==> src/common/psefe_pkg.sv <==
// Purpose: shared constants and types of the fault and supply event registers
// Assumes: 25 MHz system clock, AXI4-Lite register access
// Notes:   register byte address is four times the register index
package psefe_pkg;
  // ----------------------------------------------------------------
  // clock and bus
  // ----------------------------------------------------------------
  localparam int          CLK_MHZ  = 25;
  localparam int          AXI_AW   = 8;
  localparam int          NPORT    = 4;
  localparam logic [1:0]  RESP_OK  = 2'h0;
  localparam logic [1:0]  RESP_ERR = 2'h2;
  localparam logic [1:0]  ADDR_LSB = 2'h2;
  // ----------------------------------------------------------------
  // register indices
  // ----------------------------------------------------------------
  localparam logic [5:0]  IDX_SL     = 6'h08;
  localparam logic [5:0]  IDX_SL_COR = 6'h09;
  localparam logic [5:0]  IDX_SU     = 6'h0a;
  localparam logic [5:0]  IDX_SU_COR = 6'h0b;
  localparam logic [5:0]  IDX_LIM_AB = 6'h1e;
  localparam logic [5:0]  IDX_LIM_CD = 6'h1f;
  // ----------------------------------------------------------------
  // fields and reset values
  // ----------------------------------------------------------------
  localparam int          LIM_LSB    = 4;
  localparam int          LIM_FW     = 4;
  localparam int          SU_NEG_BIT = 4;
  localparam int          SU_LOG_BIT = 5;
  localparam int          SU_TMP_BIT = 7;
  localparam logic [7:0]  SU_RSV     = 8'h4f;
  localparam logic [7:0]  EV_RST     = 8'h00;
  localparam logic [7:0]  LIM_RST    = 8'h00;

  typedef struct packed {
    logic [NPORT-1:0] startup_phase;
    logic [NPORT-1:0] over_startup;
    logic [NPORT-1:0] over_limit;
    logic             neg_supply_low_flag;
    logic             logic_supply_low_flag;
    logic             over_temp;
  } psefe_fault_in_type;
endpackage

==> src/core/psefe_port_timer.sv <==
// Purpose: per-port start-up and current-limit overcurrent timers
// Assumes: inputs already synchronised to clk
// Notes:   each fault fires once per continuous overcurrent episode
`timescale 1ns/1ps
module psefe_port_timer
  import psefe_pkg::*;
#(
  parameter int CNT_W = 24
)(
  input  wire logic             clk,
  input  wire logic             rst,
  input  wire logic             ce,
  input  wire logic             start_phase,
  input  wire logic             over_start,
  input  wire logic             over_lim,
  input  wire logic [CNT_W-1:0] start_cycles,
  input  wire logic [CNT_W-1:0] lim_cycles,
  output logic                  start_flt,
  output logic                  lim_flt
);
  logic [CNT_W-1:0] st_cnt_q, st_cnt_d, lm_cnt_q, lm_cnt_d;
  logic             st_run, lm_run;

  // ----------------------------------------------------------------
  // counters saturate one past the allowance so the fault fires once
  // ----------------------------------------------------------------
  always_comb begin
    st_run    = start_phase & over_start;
    lm_run    = ~start_phase & over_lim;
    st_cnt_d  = st_cnt_q;
    lm_cnt_d  = lm_cnt_q;
    if (!st_run) begin
      st_cnt_d = '0;
    end else if (st_cnt_q <= start_cycles) begin
      st_cnt_d = st_cnt_q + 1'b1;
    end
    if (!lm_run) begin
      lm_cnt_d = '0;
    end else if (lm_cnt_q <= lim_cycles) begin
      lm_cnt_d = lm_cnt_q + 1'b1;
    end
    start_flt = ce & st_run & (st_cnt_q == start_cycles);
    lim_flt   = ce & lm_run & (lm_cnt_q == lim_cycles);
  end

  always_ff @(posedge clk or posedge rst) begin
    if (rst) begin
      st_cnt_q <= '0;
      lm_cnt_q <= '0;
    end else if (ce) begin
      st_cnt_q <= st_cnt_d;
      lm_cnt_q <= lm_cnt_d;
    end
  end
endmodule

==> src/core/psefe_regs.sv <==
// Purpose: start-up/limit and supply event registers with clear-on-read twins
// Assumes: fault inputs are asynchronous levels from the port power stage
// Notes:   AXI4-Lite slave, one word per register, byte address = index * 4
`timescale 1ns/1ps
// Behaviour
// - start-up overcurrent past allowance: flag, port off
// - limit timeout switching port off sets flag
// - limit duration from 1Eh ports a/b, 1Fh c/d
// - 08h read-only, reading leaves it unchanged
// - 09h mirrors 08h, its read clears both
// - 0Ah bit 4 flags negative supply low
// - bit 5 flags logic supply low
// - bit 7 flags over-temperature, others reserved
// - 0Bh mirrors 0Ah, its read clears both
module psefe_regs
  import psefe_pkg::*;
#(
  parameter int STARTUP_TIME_US = 60000,
  parameter int LIM_STEP_US     = 1000,
  parameter int CNT_W           = 24
)(
  input  wire logic               ref_clk,
  input  wire logic               sys_rst,
  input  wire logic               ce,
  input  wire psefe_fault_in_type fault_in,
  output logic [NPORT-1:0]        port_off_q,
  input  wire logic [AXI_AW-1:0]  s_awaddr,
  input  wire logic               s_awvalid,
  output logic                    s_awready,
  input  wire logic [31:0]        s_wdata,
  input  wire logic [3:0]         s_wstrb,
  input  wire logic               s_wvalid,
  output logic                    s_wready,
  output logic [1:0]              s_bresp,
  output logic                    s_bvalid,
  input  wire logic               s_bready,
  input  wire logic [AXI_AW-1:0]  s_araddr,
  input  wire logic               s_arvalid,
  output logic                    s_arready,
  output logic [31:0]             s_rdata,
  output logic [1:0]              s_rresp,
  output logic                    s_rvalid,
  input  wire logic               s_rready
);
  localparam int STARTUP_CYC  = STARTUP_TIME_US * CLK_MHZ;
  localparam int LIM_STEP_CYC = LIM_STEP_US * CLK_MHZ;

  // ----------------------------------------------------------------
  // input synchroniser
  // ----------------------------------------------------------------
  psefe_fault_in_type meta_q, sync_q;

  always_ff @(posedge ref_clk or posedge sys_rst) begin
    if (sys_rst) begin
      meta_q <= '0;
      sync_q <= '0;
    end else if (ce) begin
      meta_q <= fault_in;
      sync_q <= meta_q;
    end
  end

  // ----------------------------------------------------------------
  // per-port timers
  // ----------------------------------------------------------------
  logic [7:0]       lim_ab_q, lim_ab_d, lim_cd_q, lim_cd_d;
  logic [NPORT-1:0] st_flt, lm_flt;

  for (genvar n = 0; n < NPORT; n++) begin : g_port
    logic [LIM_FW-1:0] fld;
    logic [CNT_W-1:0]  lim_cyc;
    if (n < 2) begin : g_ab
      assign fld = lim_ab_q[n*LIM_FW +: LIM_FW];
    end else begin : g_cd
      assign fld = lim_cd_q[(n-2)*LIM_FW +: LIM_FW];
    end
    assign lim_cyc = CNT_W'((fld + 1) * LIM_STEP_CYC);
    psefe_port_timer #(.CNT_W(CNT_W)) psefe_port_timer_inst (
      .clk          (ref_clk),
      .rst          (sys_rst),
      .ce           (ce),
      .start_phase  (sync_q.startup_phase[n]),
      .over_start   (sync_q.over_startup[n]),
      .over_lim     (sync_q.over_limit[n]),
      .start_cycles (CNT_W'(STARTUP_CYC)),
      .lim_cycles   (lim_cyc),
      .start_flt    (st_flt[n]),
      .lim_flt      (lm_flt[n])
    );
  end

  // ----------------------------------------------------------------
  // bus slave and event registers
  // ----------------------------------------------------------------
  logic              aw_have_q, aw_have_d, w_have_q, w_have_d;
  logic [5:0]        aw_idx_q, aw_idx_d;
  logic [7:0]        wdat_q, wdat_d;
  logic              wen_q, wen_d;
  logic              awready_d, wready_d, arready_d, bvalid_d, rvalid_d;
  logic [1:0]        bresp_d, rresp_d;
  logic [31:0]       rdata_d;
  logic [7:0]        ev_sl_q, ev_sl_d, ev_su_q, ev_su_d;
  logic [7:0]        sl_set, su_set, sl_clr, su_clr;
  logic [NPORT-1:0]  port_off_d;
  logic              rd_take;
  logic [5:0]        ar_idx;

  always_comb begin
    ar_idx    = s_araddr[AXI_AW-1:ADDR_LSB];
    rd_take   = s_arvalid & s_arready;
    aw_have_d = aw_have_q;
    aw_idx_d  = aw_idx_q;
    w_have_d  = w_have_q;
    wdat_d    = wdat_q;
    wen_d     = wen_q;
    bvalid_d  = s_bvalid & ~s_bready;
    bresp_d   = s_bresp;
    rvalid_d  = s_rvalid & ~s_rready;
    rresp_d   = s_rresp;
    rdata_d   = s_rdata;
    lim_ab_d  = lim_ab_q;
    lim_cd_d  = lim_cd_q;
    sl_clr    = '0;
    su_clr    = '0;
    if (s_awvalid && s_awready) begin
      aw_have_d = 1'b1;
      aw_idx_d  = s_awaddr[AXI_AW-1:ADDR_LSB];
    end
    if (s_wvalid && s_wready) begin
      w_have_d = 1'b1;
      wdat_d   = s_wdata[7:0];
      wen_d    = s_wstrb[0];
    end
    if (aw_have_q && w_have_q && !s_bvalid) begin
      aw_have_d = 1'b0;
      w_have_d  = 1'b0;
      bvalid_d  = 1'b1;
      bresp_d   = RESP_OK;
      case (aw_idx_q)
        IDX_LIM_AB: if (wen_q) lim_ab_d = wdat_q;
        IDX_LIM_CD: if (wen_q) lim_cd_d = wdat_q;
        default:    bresp_d = RESP_ERR;
      endcase
    end
    if (rd_take) begin
      rvalid_d = 1'b1;
      rresp_d  = RESP_OK;
      rdata_d  = '0;
      case (ar_idx)
        IDX_SL:     rdata_d[7:0] = ev_sl_q;
        IDX_SL_COR: begin
          rdata_d[7:0] = ev_sl_q;
          sl_clr       = 8'hff;
        end
        IDX_SU:     rdata_d[7:0] = ev_su_q;
        IDX_SU_COR: begin
          rdata_d[7:0] = ev_su_q;
          su_clr       = 8'hff;
        end
        IDX_LIM_AB: rdata_d[7:0] = lim_ab_q;
        IDX_LIM_CD: rdata_d[7:0] = lim_cd_q;
        default:    rresp_d = RESP_ERR;
      endcase
    end
    awready_d = ~aw_have_d & ~bvalid_d;
    wready_d  = ~w_have_d & ~bvalid_d;
    arready_d = ~rvalid_d;
    sl_set    = {lm_flt, st_flt};
    su_set    = '0;
    su_set[SU_NEG_BIT] = sync_q.neg_supply_low_flag;
    su_set[SU_LOG_BIT] = sync_q.logic_supply_low_flag;
    su_set[SU_TMP_BIT] = sync_q.over_temp;
    ev_sl_d   = (ev_sl_q & ~sl_clr) | sl_set;
    ev_su_d   = ((ev_su_q & ~su_clr) | su_set) & ~SU_RSV;
    port_off_d = st_flt | lm_flt;
  end

  always_ff @(posedge ref_clk or posedge sys_rst) begin
    if (sys_rst) begin
      aw_have_q  <= 1'b0;
      aw_idx_q   <= '0;
      w_have_q   <= 1'b0;
      wdat_q     <= '0;
      wen_q      <= 1'b0;
      s_awready  <= 1'b0;
      s_wready   <= 1'b0;
      s_arready  <= 1'b0;
      s_bvalid   <= 1'b0;
      s_bresp    <= RESP_OK;
      s_rvalid   <= 1'b0;
      s_rresp    <= RESP_OK;
      s_rdata    <= '0;
      lim_ab_q   <= LIM_RST;
      lim_cd_q   <= LIM_RST;
      ev_sl_q    <= EV_RST;
      ev_su_q    <= EV_RST;
      port_off_q <= '0;
    end else if (ce) begin
      aw_have_q  <= aw_have_d;
      aw_idx_q   <= aw_idx_d;
      w_have_q   <= w_have_d;
      wdat_q     <= wdat_d;
      wen_q      <= wen_d;
      s_awready  <= awready_d;
      s_wready   <= wready_d;
      s_arready  <= arready_d;
      s_bvalid   <= bvalid_d;
      s_bresp    <= bresp_d;
      s_rvalid   <= rvalid_d;
      s_rresp    <= rresp_d;
      s_rdata    <= rdata_d;
      lim_ab_q   <= lim_ab_d;
      lim_cd_q   <= lim_cd_d;
      ev_sl_q    <= ev_sl_d;
      ev_su_q    <= ev_su_d;
      port_off_q <= port_off_d;
    end
  end
endmodule

==> config.mk <==
export PLATFORM = sky130hd
export DESIGN_NAME = psefe_regs
export DESIGN_NICKNAME = d
export VERILOG_FILES = /design/src/common/psefe_pkg.sv /design/src/core/psefe_port_timer.sv /design/src/core/psefe_regs.sv
export SDC_FILE = /design/constraint.sdc
export NUM_CORES = 1
export LEC_CHECK = 0
export BUFFER_PORTS_ARGS = -buffer_cell sky130_fd_sc_hd__buf_2
export CAP_MARGIN = 20
export CELL_PAD_IN_SITES_DETAIL_PLACEMENT = 1
export CELL_PAD_IN_SITES_GLOBAL_PLACEMENT = 1
export CORE_MARGIN = 1
export CORE_UTILIZATION = 41
export CTS_CLUSTER_DIAMETER = 40
export DETAILED_ROUTE_END_ITERATION = 12
export PLACE_DENSITY = 0.79
export SETUP_SLACK_MARGIN = 0.02
export SLEW_MARGIN = 10
export SYNTH_ARGS = -nofsm -noshare
export SYNTH_HDL_FRONTEND = slang
export SYNTH_SLANG_ARGS = --single-unit
==> constraint.sdc <==
create_clock -name ref_clk -period 19.09 [get_ports ref_clk]
set_input_delay 2.8635 -clock ref_clk [delete_from_list [all_inputs] [get_ports ref_clk]]
set_output_delay 2.8635 -clock ref_clk [all_outputs]
set_load 0.05 [all_outputs]
==> impl_metrics.tcl, run 1 <==
set metrics [dict create \
    outcome "finished clean" \
    hold_class "reg2reg" \
    cts-buffers-inserted 54 \
    grt_pass1_vias 17639 \
    synth_top_cells_by_area "dfrtp_1 38%, ha_1 14%, o21ai_0 4.1%, nand2_1 3.6%, mux2_2 3.4%" \
    overflow 0 \
    core_um2 45500 \
    cts_buffer_depth 3 \
    ys_warn_count 0 \
    start_kind "flip-flop" \
    cap_violations 0 \
    synth_area_per_cell_um2 9.27 \
    n_antenna_cell 0 \
    insertion_delay_ns 0.61 \
    cts-resized-gates 0 \
    slew-limit-headroom 0.246 \
    initial_core_util 0.417 \
    rsz0062_at_grt "false" \
    ctsHoldBuffers 0 \
    final_nets 2405 \
    power_density_nw_per_um2 96.9 \
    gp_congestion 0.870 \
    area_growth_pct 14.7 \
    port_buffers 62 \
    cp.arrival_ns 7.17 \
    path_class "reg2reg" \
    via_count 16340 \
    cts.htree.levels 2 \
    cts-root-buf "clkbuf_16" \
    ys_ff_latch 285 \
    skew_ns 0.0274 \
    hold_viol 0 \
    syn-cell-area_um2 19000 \
    worstSetupEndpointType "flip-flop" \
    total_power_mw 2.11 \
    syn_inst 2046 \
    cp_max_fo 11 \
    setup_viol 0 \
    whs_ns 0.480 \
    die_w_um 217 \
    peakVddDrop_uv 72.3 \
    async_flop_share 1.00 \
    grt_first_pass_wirelength_um 90500 \
    pin_count 120 \
    seq_area_frac_synth 0.376 \
    finalMaxSlewViolations 0 \
    fillCellCount 5248 \
    synth_top_area_cell "dfrtp_1" \
    antenna_found_initial 1 \
    drtIter0Drc 777 \
    clkSlewWorstSetupHoldPaths_ns 0.06 \
    period_share 0.349 \
    die_y_um 217 \
    post-route-drc-count 0 \
    dp_hpwl_um 38400 \
    required_ns 19.59 \
    post-cts-setup-buffers 0 \
    ant_nets 0 \
    firstDrtPassIters 5 \
    worst_pin_slew_ns 1.12 \
    num_rows 78 \
    cts.sinks 285 \
    grt_start_max_net_pins 103 \
    wl_per_cell_um 19.6 \
    dieArea_um2 47100 \
    synth-edff-count 0 \
    grt_util_all_layers 0.235 \
    setup_tns_ns 0 \
    synth_top_area_frac 0.376 \
    wl_um 54100 \
    fmax_mhz 150 \
    ys_types 76 \
    layout_min_cycle_time_ns 6.67 \
    cts_tree "yes" \
    viasPerCell 5.92 \
    synthFlopType "dfrtp_1" \
    layout-drive-gt1-share 0.117 \
    leakage_nw 10.1 \
]
-- metrics by stage --
stage,util,cell area [um2],instances,setup slack [ns]
5_1_grt,0.479,21800,2762,11.83
3_3_place_gp,0.436,19800,2661,12.81
6_report,0.479,21800,2762,12.42
2_1_floorplan,-,19100,2071,8.36
3_5_place_dp,0.436,19800,2661,12.55
4_1_cts,0.478,21800,2761,12.41
-- layout make-up --
cell class / instances / area, um2 / share of cell area
clock buffer: 63 / 1440 / 0.0659
clock inverter: 37 / 510 / 0.0235
inverter: 107 / 409 / 0.0188
multi-input combinational: 1597 / 11100 / 0.511
sequential: 285 / 7130 / 0.328
tap: 600 / 751 / 0.0345
timing repair buffer: 73 / 395 / 0.0182
-- metal layers --
layer	global-route usage	part of all wire	vias up
li1	-	-	7602
met1	0.296	0.43	8321
met2	0.410	0.50	321
met3	0.0310	0.039	96
met4	0.0852	0.026	0
met5	0	0	-
-- registers in the layout, indices dropped and copies added (netlist names), 4 cells and up --
register,cells
g_port.psefe_port_timer_inst.lm_cnt_q,96
lim_cd_q,8
wdat_q,8
sync_q,12
meta_q,15
lim_ab_q,8
g_port.psefe_port_timer_inst.st_cnt_q,96
aw_idx_q,6
port_off_q,4
ev_sl_q,8
s_rdata,8
-- cells by family (layout without fill, tap and decap cells) --
group | count (synthesis) | count (layout) | synth area share
mux | 62 | 62 | 0.0365
flops | 285 | 285 | 0.376
fa+ha+maj | 212 | 212 | 0.141
buf+inv | 189 | 280 | 0.0429
simple gates | 708 | 708 | 0.186
compound gates | 481 | 481 | 0.167
other cells | 1 | 26 | 0.000198
xor+xnor | 108 | 108 | 0.0499
-- cell usage in the layout, fill, tap and decap left out, drive strengths merged, types with 58 or more instances in the layout --
master / synthesis / layout
buf: 33 / 73
nand3: 90 / 90
a21oi: 79 / 79
o21ai: 157 / 157
clkbuf: 49 / 63
ha: 208 / 208
xnor2: 70 / 70
inv: 106 / 116
mux2: 58 / 58
dfrtp: 285 / 285
nand2: 182 / 182
nor2: 142 / 142
-- critical path: stages (launching register included) --
cell and delay, ns:
dfrtp_1 0.51, ha_1 0.26, xor2_1 0.37, ha_1 0.33, ha_1 0.31, ha_1 0.31
ha_1 0.33, a21oi_1 0.12, o21ai_0 0.30, a2111oi_0 0.17, o41ai_1 0.58, a31oi_1 0.18
xor2_1 0.17, ha_1 0.32, nand4_1 0.16, or4_4 0.46, nor4_4 0.29, a31oi_1 0.19
nor2_1 0.75, nand4_1 0.21, o21ai_0 0.26
-- synth_stat cells, types with 17 or more instances --
cell type	n
dfrtp_1	285
ha_1	208
nand2_1	182
o21ai_0	154
nor2_1	142
inv_1	106
nand3_1	90
a21oi_1	79
xnor2_1	70
mux2_2	58
nand4_1	57
clkbuf_1	49
nor3_1	49
xor2_1	38
and3_1	34
and2_1	32
buf_4	27
nor4_1	26
a21o_1	24
o31ai_1	23
a22o_1	21
a31oi_1	19
o211ai_1	19
nand2b_1	18
nor2b_1	17
-- report_power, final --
group	switching (mW)	leakage (nW)	total (mW)	internal (mW)
combinational	0.252	5.37	0.400	0.148
sequential	0.0450	3.82	0.690	0.645
clock	0.353	0.945	1.02	0.666
-- final timing paths --
| path | startpoint | endpoint | slack [ns] | cells after the start |
|---|---|---|---|---|
| max in group asynchronous | sys_rst | wdat_q[1] | 14.47 | 4 |
| max | lim_cd_q[4] | g_port[3].psefe_port_timer_inst.lm_cnt_q[20] | 12.42 | 20 |
| max reg2reg | lim_cd_q[4] | g_port[3].psefe_port_timer_inst.lm_cnt_q[20] | 12.42 | 20 |
| min reg2reg | g_port[0].psefe_port_timer_inst.st_cnt_q[23] | g_port[0].psefe_port_timer_inst.st_cnt_q[23] | 0.48 | 1 |
| min | g_port[0].psefe_port_timer_inst.st_cnt_q[23] | g_port[0].psefe_port_timer_inst.st_cnt_q[23] | 0.48 | 1 |
| min in group asynchronous | sys_rst | g_port[0].psefe_port_timer_inst.st_cnt_q[20] | 2.38 | 2 |
Power figures use the tool's default switching activity.
==> run 2, diff against run 1 <==
--- a/config.mk
+++ b/config.mk
@@ -13,7 +13,7 @@
 export CORE_UTILIZATION = 41
 export CTS_CLUSTER_DIAMETER = 40
 export DETAILED_ROUTE_END_ITERATION = 12
-export PLACE_DENSITY = 0.79
+export PLACE_DENSITY = 0.82
 export SETUP_SLACK_MARGIN = 0.02
 export SLEW_MARGIN = 10
 export SYNTH_ARGS = -nofsm -noshare
==> constraint.sdc (replaced) <==
create_clock -name ref_clk -period 5.69 [get_ports ref_clk]
set_input_delay 0.8535 -clock ref_clk [delete_from_list [all_inputs] [get_ports ref_clk]]
set_output_delay 0.8535 -clock ref_clk [all_outputs]
set_load 0.05 [all_outputs]
==> run 2 against run 1 <==
Effect of this change: cell area rose by 2.7%; fmax rose by 18%; combinational power rose to 3.6 times the previous value; critical path depth rose by 5; flip-flop and latch count did not move; final cell count rose by 1.9%; routed wire length rose by 5.8%; setup slack got worse by 12 ns; register-to-register slack got worse by 12 ns; core utilization rose by 1.3 points; non-clock buffer count rose by 60; critical path type unchanged; total power rose to 3.2 times the previous value.
==> impl_metrics.tcl, run 2 (same netlist as run 1, synthesis figures left out) <==
set metrics [dict create \
    outcome "finished clean" \
    crit_slowest_cell "or4_4" \
    leakage_nw 10.4 \
    r2r-start "lim_cd_q[4]" \
    antenna_found_initial 3 \
    hold_class "in2reg" \
    viasPerCell 5.90 \
    post-route-drc-count 0 \
    dp_hpwl_um 39200 \
    ant_nets 0 \
    finalMaxSlewViolations 0 \
    peakVddDrop_uv 236 \
    holdPathStages 2 \
    skew_ns 0.0665 \
    start_kind "flip-flop" \
    layout_min_cycle_time_ns 5.63 \
    cp.arrival_ns 6.17 \
    grt_start_max_net_pins 178 \
    fmax_mhz 177 \
    num_rows 78 \
    reg2reg_setup_slack_ns 0.06 \
    via_count 16607 \
    rsz0062_at_grt "true" \
    cts.sinks 285 \
    dieArea_um2 47100 \
    layout_commonest_cell "dfrtp_1" \
    hold_start "fault_in[4]" \
    regToRegEndpoint "g_port[3].psefe_port_timer_inst.lm_cnt_q[12]" \
    worst-r2r-cell-count 25 \
    clkSlewWorstSetupHoldPaths_ns 0.06 \
    port_buffers 62 \
    grt_util_all_layers 0.240 \
    final_nets 2462 \
    power_density_nw_per_um2 303 \
    required_ns 6.23 \
    cts_tree "yes" \
    slew-limit-headroom 0.262 \
    worstSetupEndpointType "flip-flop" \
    cpPeakStageDelay_ns 0.45 \
    die_w_um 217 \
    cts-root-buf "clkbuf_16" \
    firstDrtPassIters 5 \
    die_y_um 217 \
    path_class "reg2reg" \
    cap_violations 0 \
    layout-drive-gt1-share 0.163 \
    hold_viol 0 \
    period_share 0.990 \
    drtIter0Drc 970 \
    postLayoutCoreUtil 0.491 \
    reg_top3 "g_port.psefe_port_timer_inst.lm_cnt_q x96, g_port.psefe_port_timer_inst.st_cnt_q x96, meta_q x15" \
    worst_pin_slew_ns 1.10 \
    pin_count 120 \
    setup_tns_ns 0 \
    cts.htree.levels 2 \
    grt_first_pass_wirelength_um 92300 \
    ctsHoldBuffers 0 \
    gp_congestion 0.851 \
    holdPathEnd "meta_q[4]" \
    insertion_delay_ns 0.62 \
    wl_per_cell_um 20.3 \
    cts-buffers-inserted 50 \
    crit_family "simple AND/OR/NAND/NOR gates" \
    core_um2 45500 \
    area_growth_pct 17.8 \
    overflow 0 \
    grt_pass1_vias 17938 \
    initial_core_util 0.417 \
    setup_viol 0 \
    wl_um 57200 \
    layout_common_cells "279 x dfrtp_1, 205 x ha_1, 182 x nand2_1, 145 x o21ai_0, 140 x nor2_1" \
    cp_max_fo 7 \
    cts_buffer_depth 3 \
    cp_num_buf_inv 5 \
]
==> run 2: changes by cell type in the layout (fill, tap and decap cells not counted), moves of 7 or more <==
cell / previous run / this run
a211oi_1: 12 / 5
buf_4: 12 / 66
o21ai_0: 154 / 145
o21ai_1: 2 / 10
o41ai_1: 16 / 9
o41ai_2: 0 / 7
==> run 2: repair_timing <==
action / CTS / global route
gates resized for setup: 20 / 74
cloned: 0 / 3
buffers inserted: 4 / 15
pin swaps: 7 / 31
endpoints found under the setup margin: 57 / 85
==> run 2: area by class of cell <==
type	instances	area, um2
inverter	107	405
antenna	1	2.50
timing repair buffer	133	880
fill	5229	23100
multi-input combinational	1598	11500
clock buffer	56	1290
tap	600	751
sequential	285	7140
clock inverter	34	397
==> run 2: layer usage <==
metal	global-route usage	vias up	share of wire
met1	0.295	8388	0.42
met5	0	-	0.00044
met3	0.0375	115	0.041
met4	0.0904	4	0.028
met2	0.420	396	0.51
li1	-	7704	-
==> run 2: report_power, final <==
part | switching, mW | internal [mW]
clock network | 1.15 | 1.85
registers | 0.147 | 2.16
logic | 0.901 | 0.560
==> run 2: how the worst max path moves through the flow <==
stage	from	to	slack, ns	cells past startpoint
finish	lim_cd_q[4]	g_port[3].psefe_port_timer_inst.lm_cnt_q[12]	0.06	25
global route	lim_cd_q[4]	g_port[3].psefe_port_timer_inst.lm_cnt_q[12]	-0.26	25
CTS	lim_cd_q[4]	g_port[3].psefe_port_timer_inst.lm_cnt_q[18]	0.03	24
detailed placement	lim_cd_q[4]	g_port[3].psefe_port_timer_inst.lm_cnt_q[11]	-0.20	22
global placement	lim_cd_q[4]	g_port[3].psefe_port_timer_inst.lm_cnt_q[20]	0.05	23
floorplan	lim_ab_q[4]	g_port[1].psefe_port_timer_inst.lm_cnt_q[4]	0.19	23
==> run 2: per-stage QoR <==
step                std cells  total power [mW]  area (um2)  hold slack [ns]  setup slack (ns)
finish                   2814              6.77       22300            0.468            0.0560
global route             2813              7.08       22300            0.462            -0.262
CTS                      2795              6.77       21900            0.443            0.0265
detailed placement       2701              3.72       20100            0.466            -0.198
global placement         2701              3.61       20100            0.454            0.0509
floorplan                2071              3.29       19100            0.438             0.192
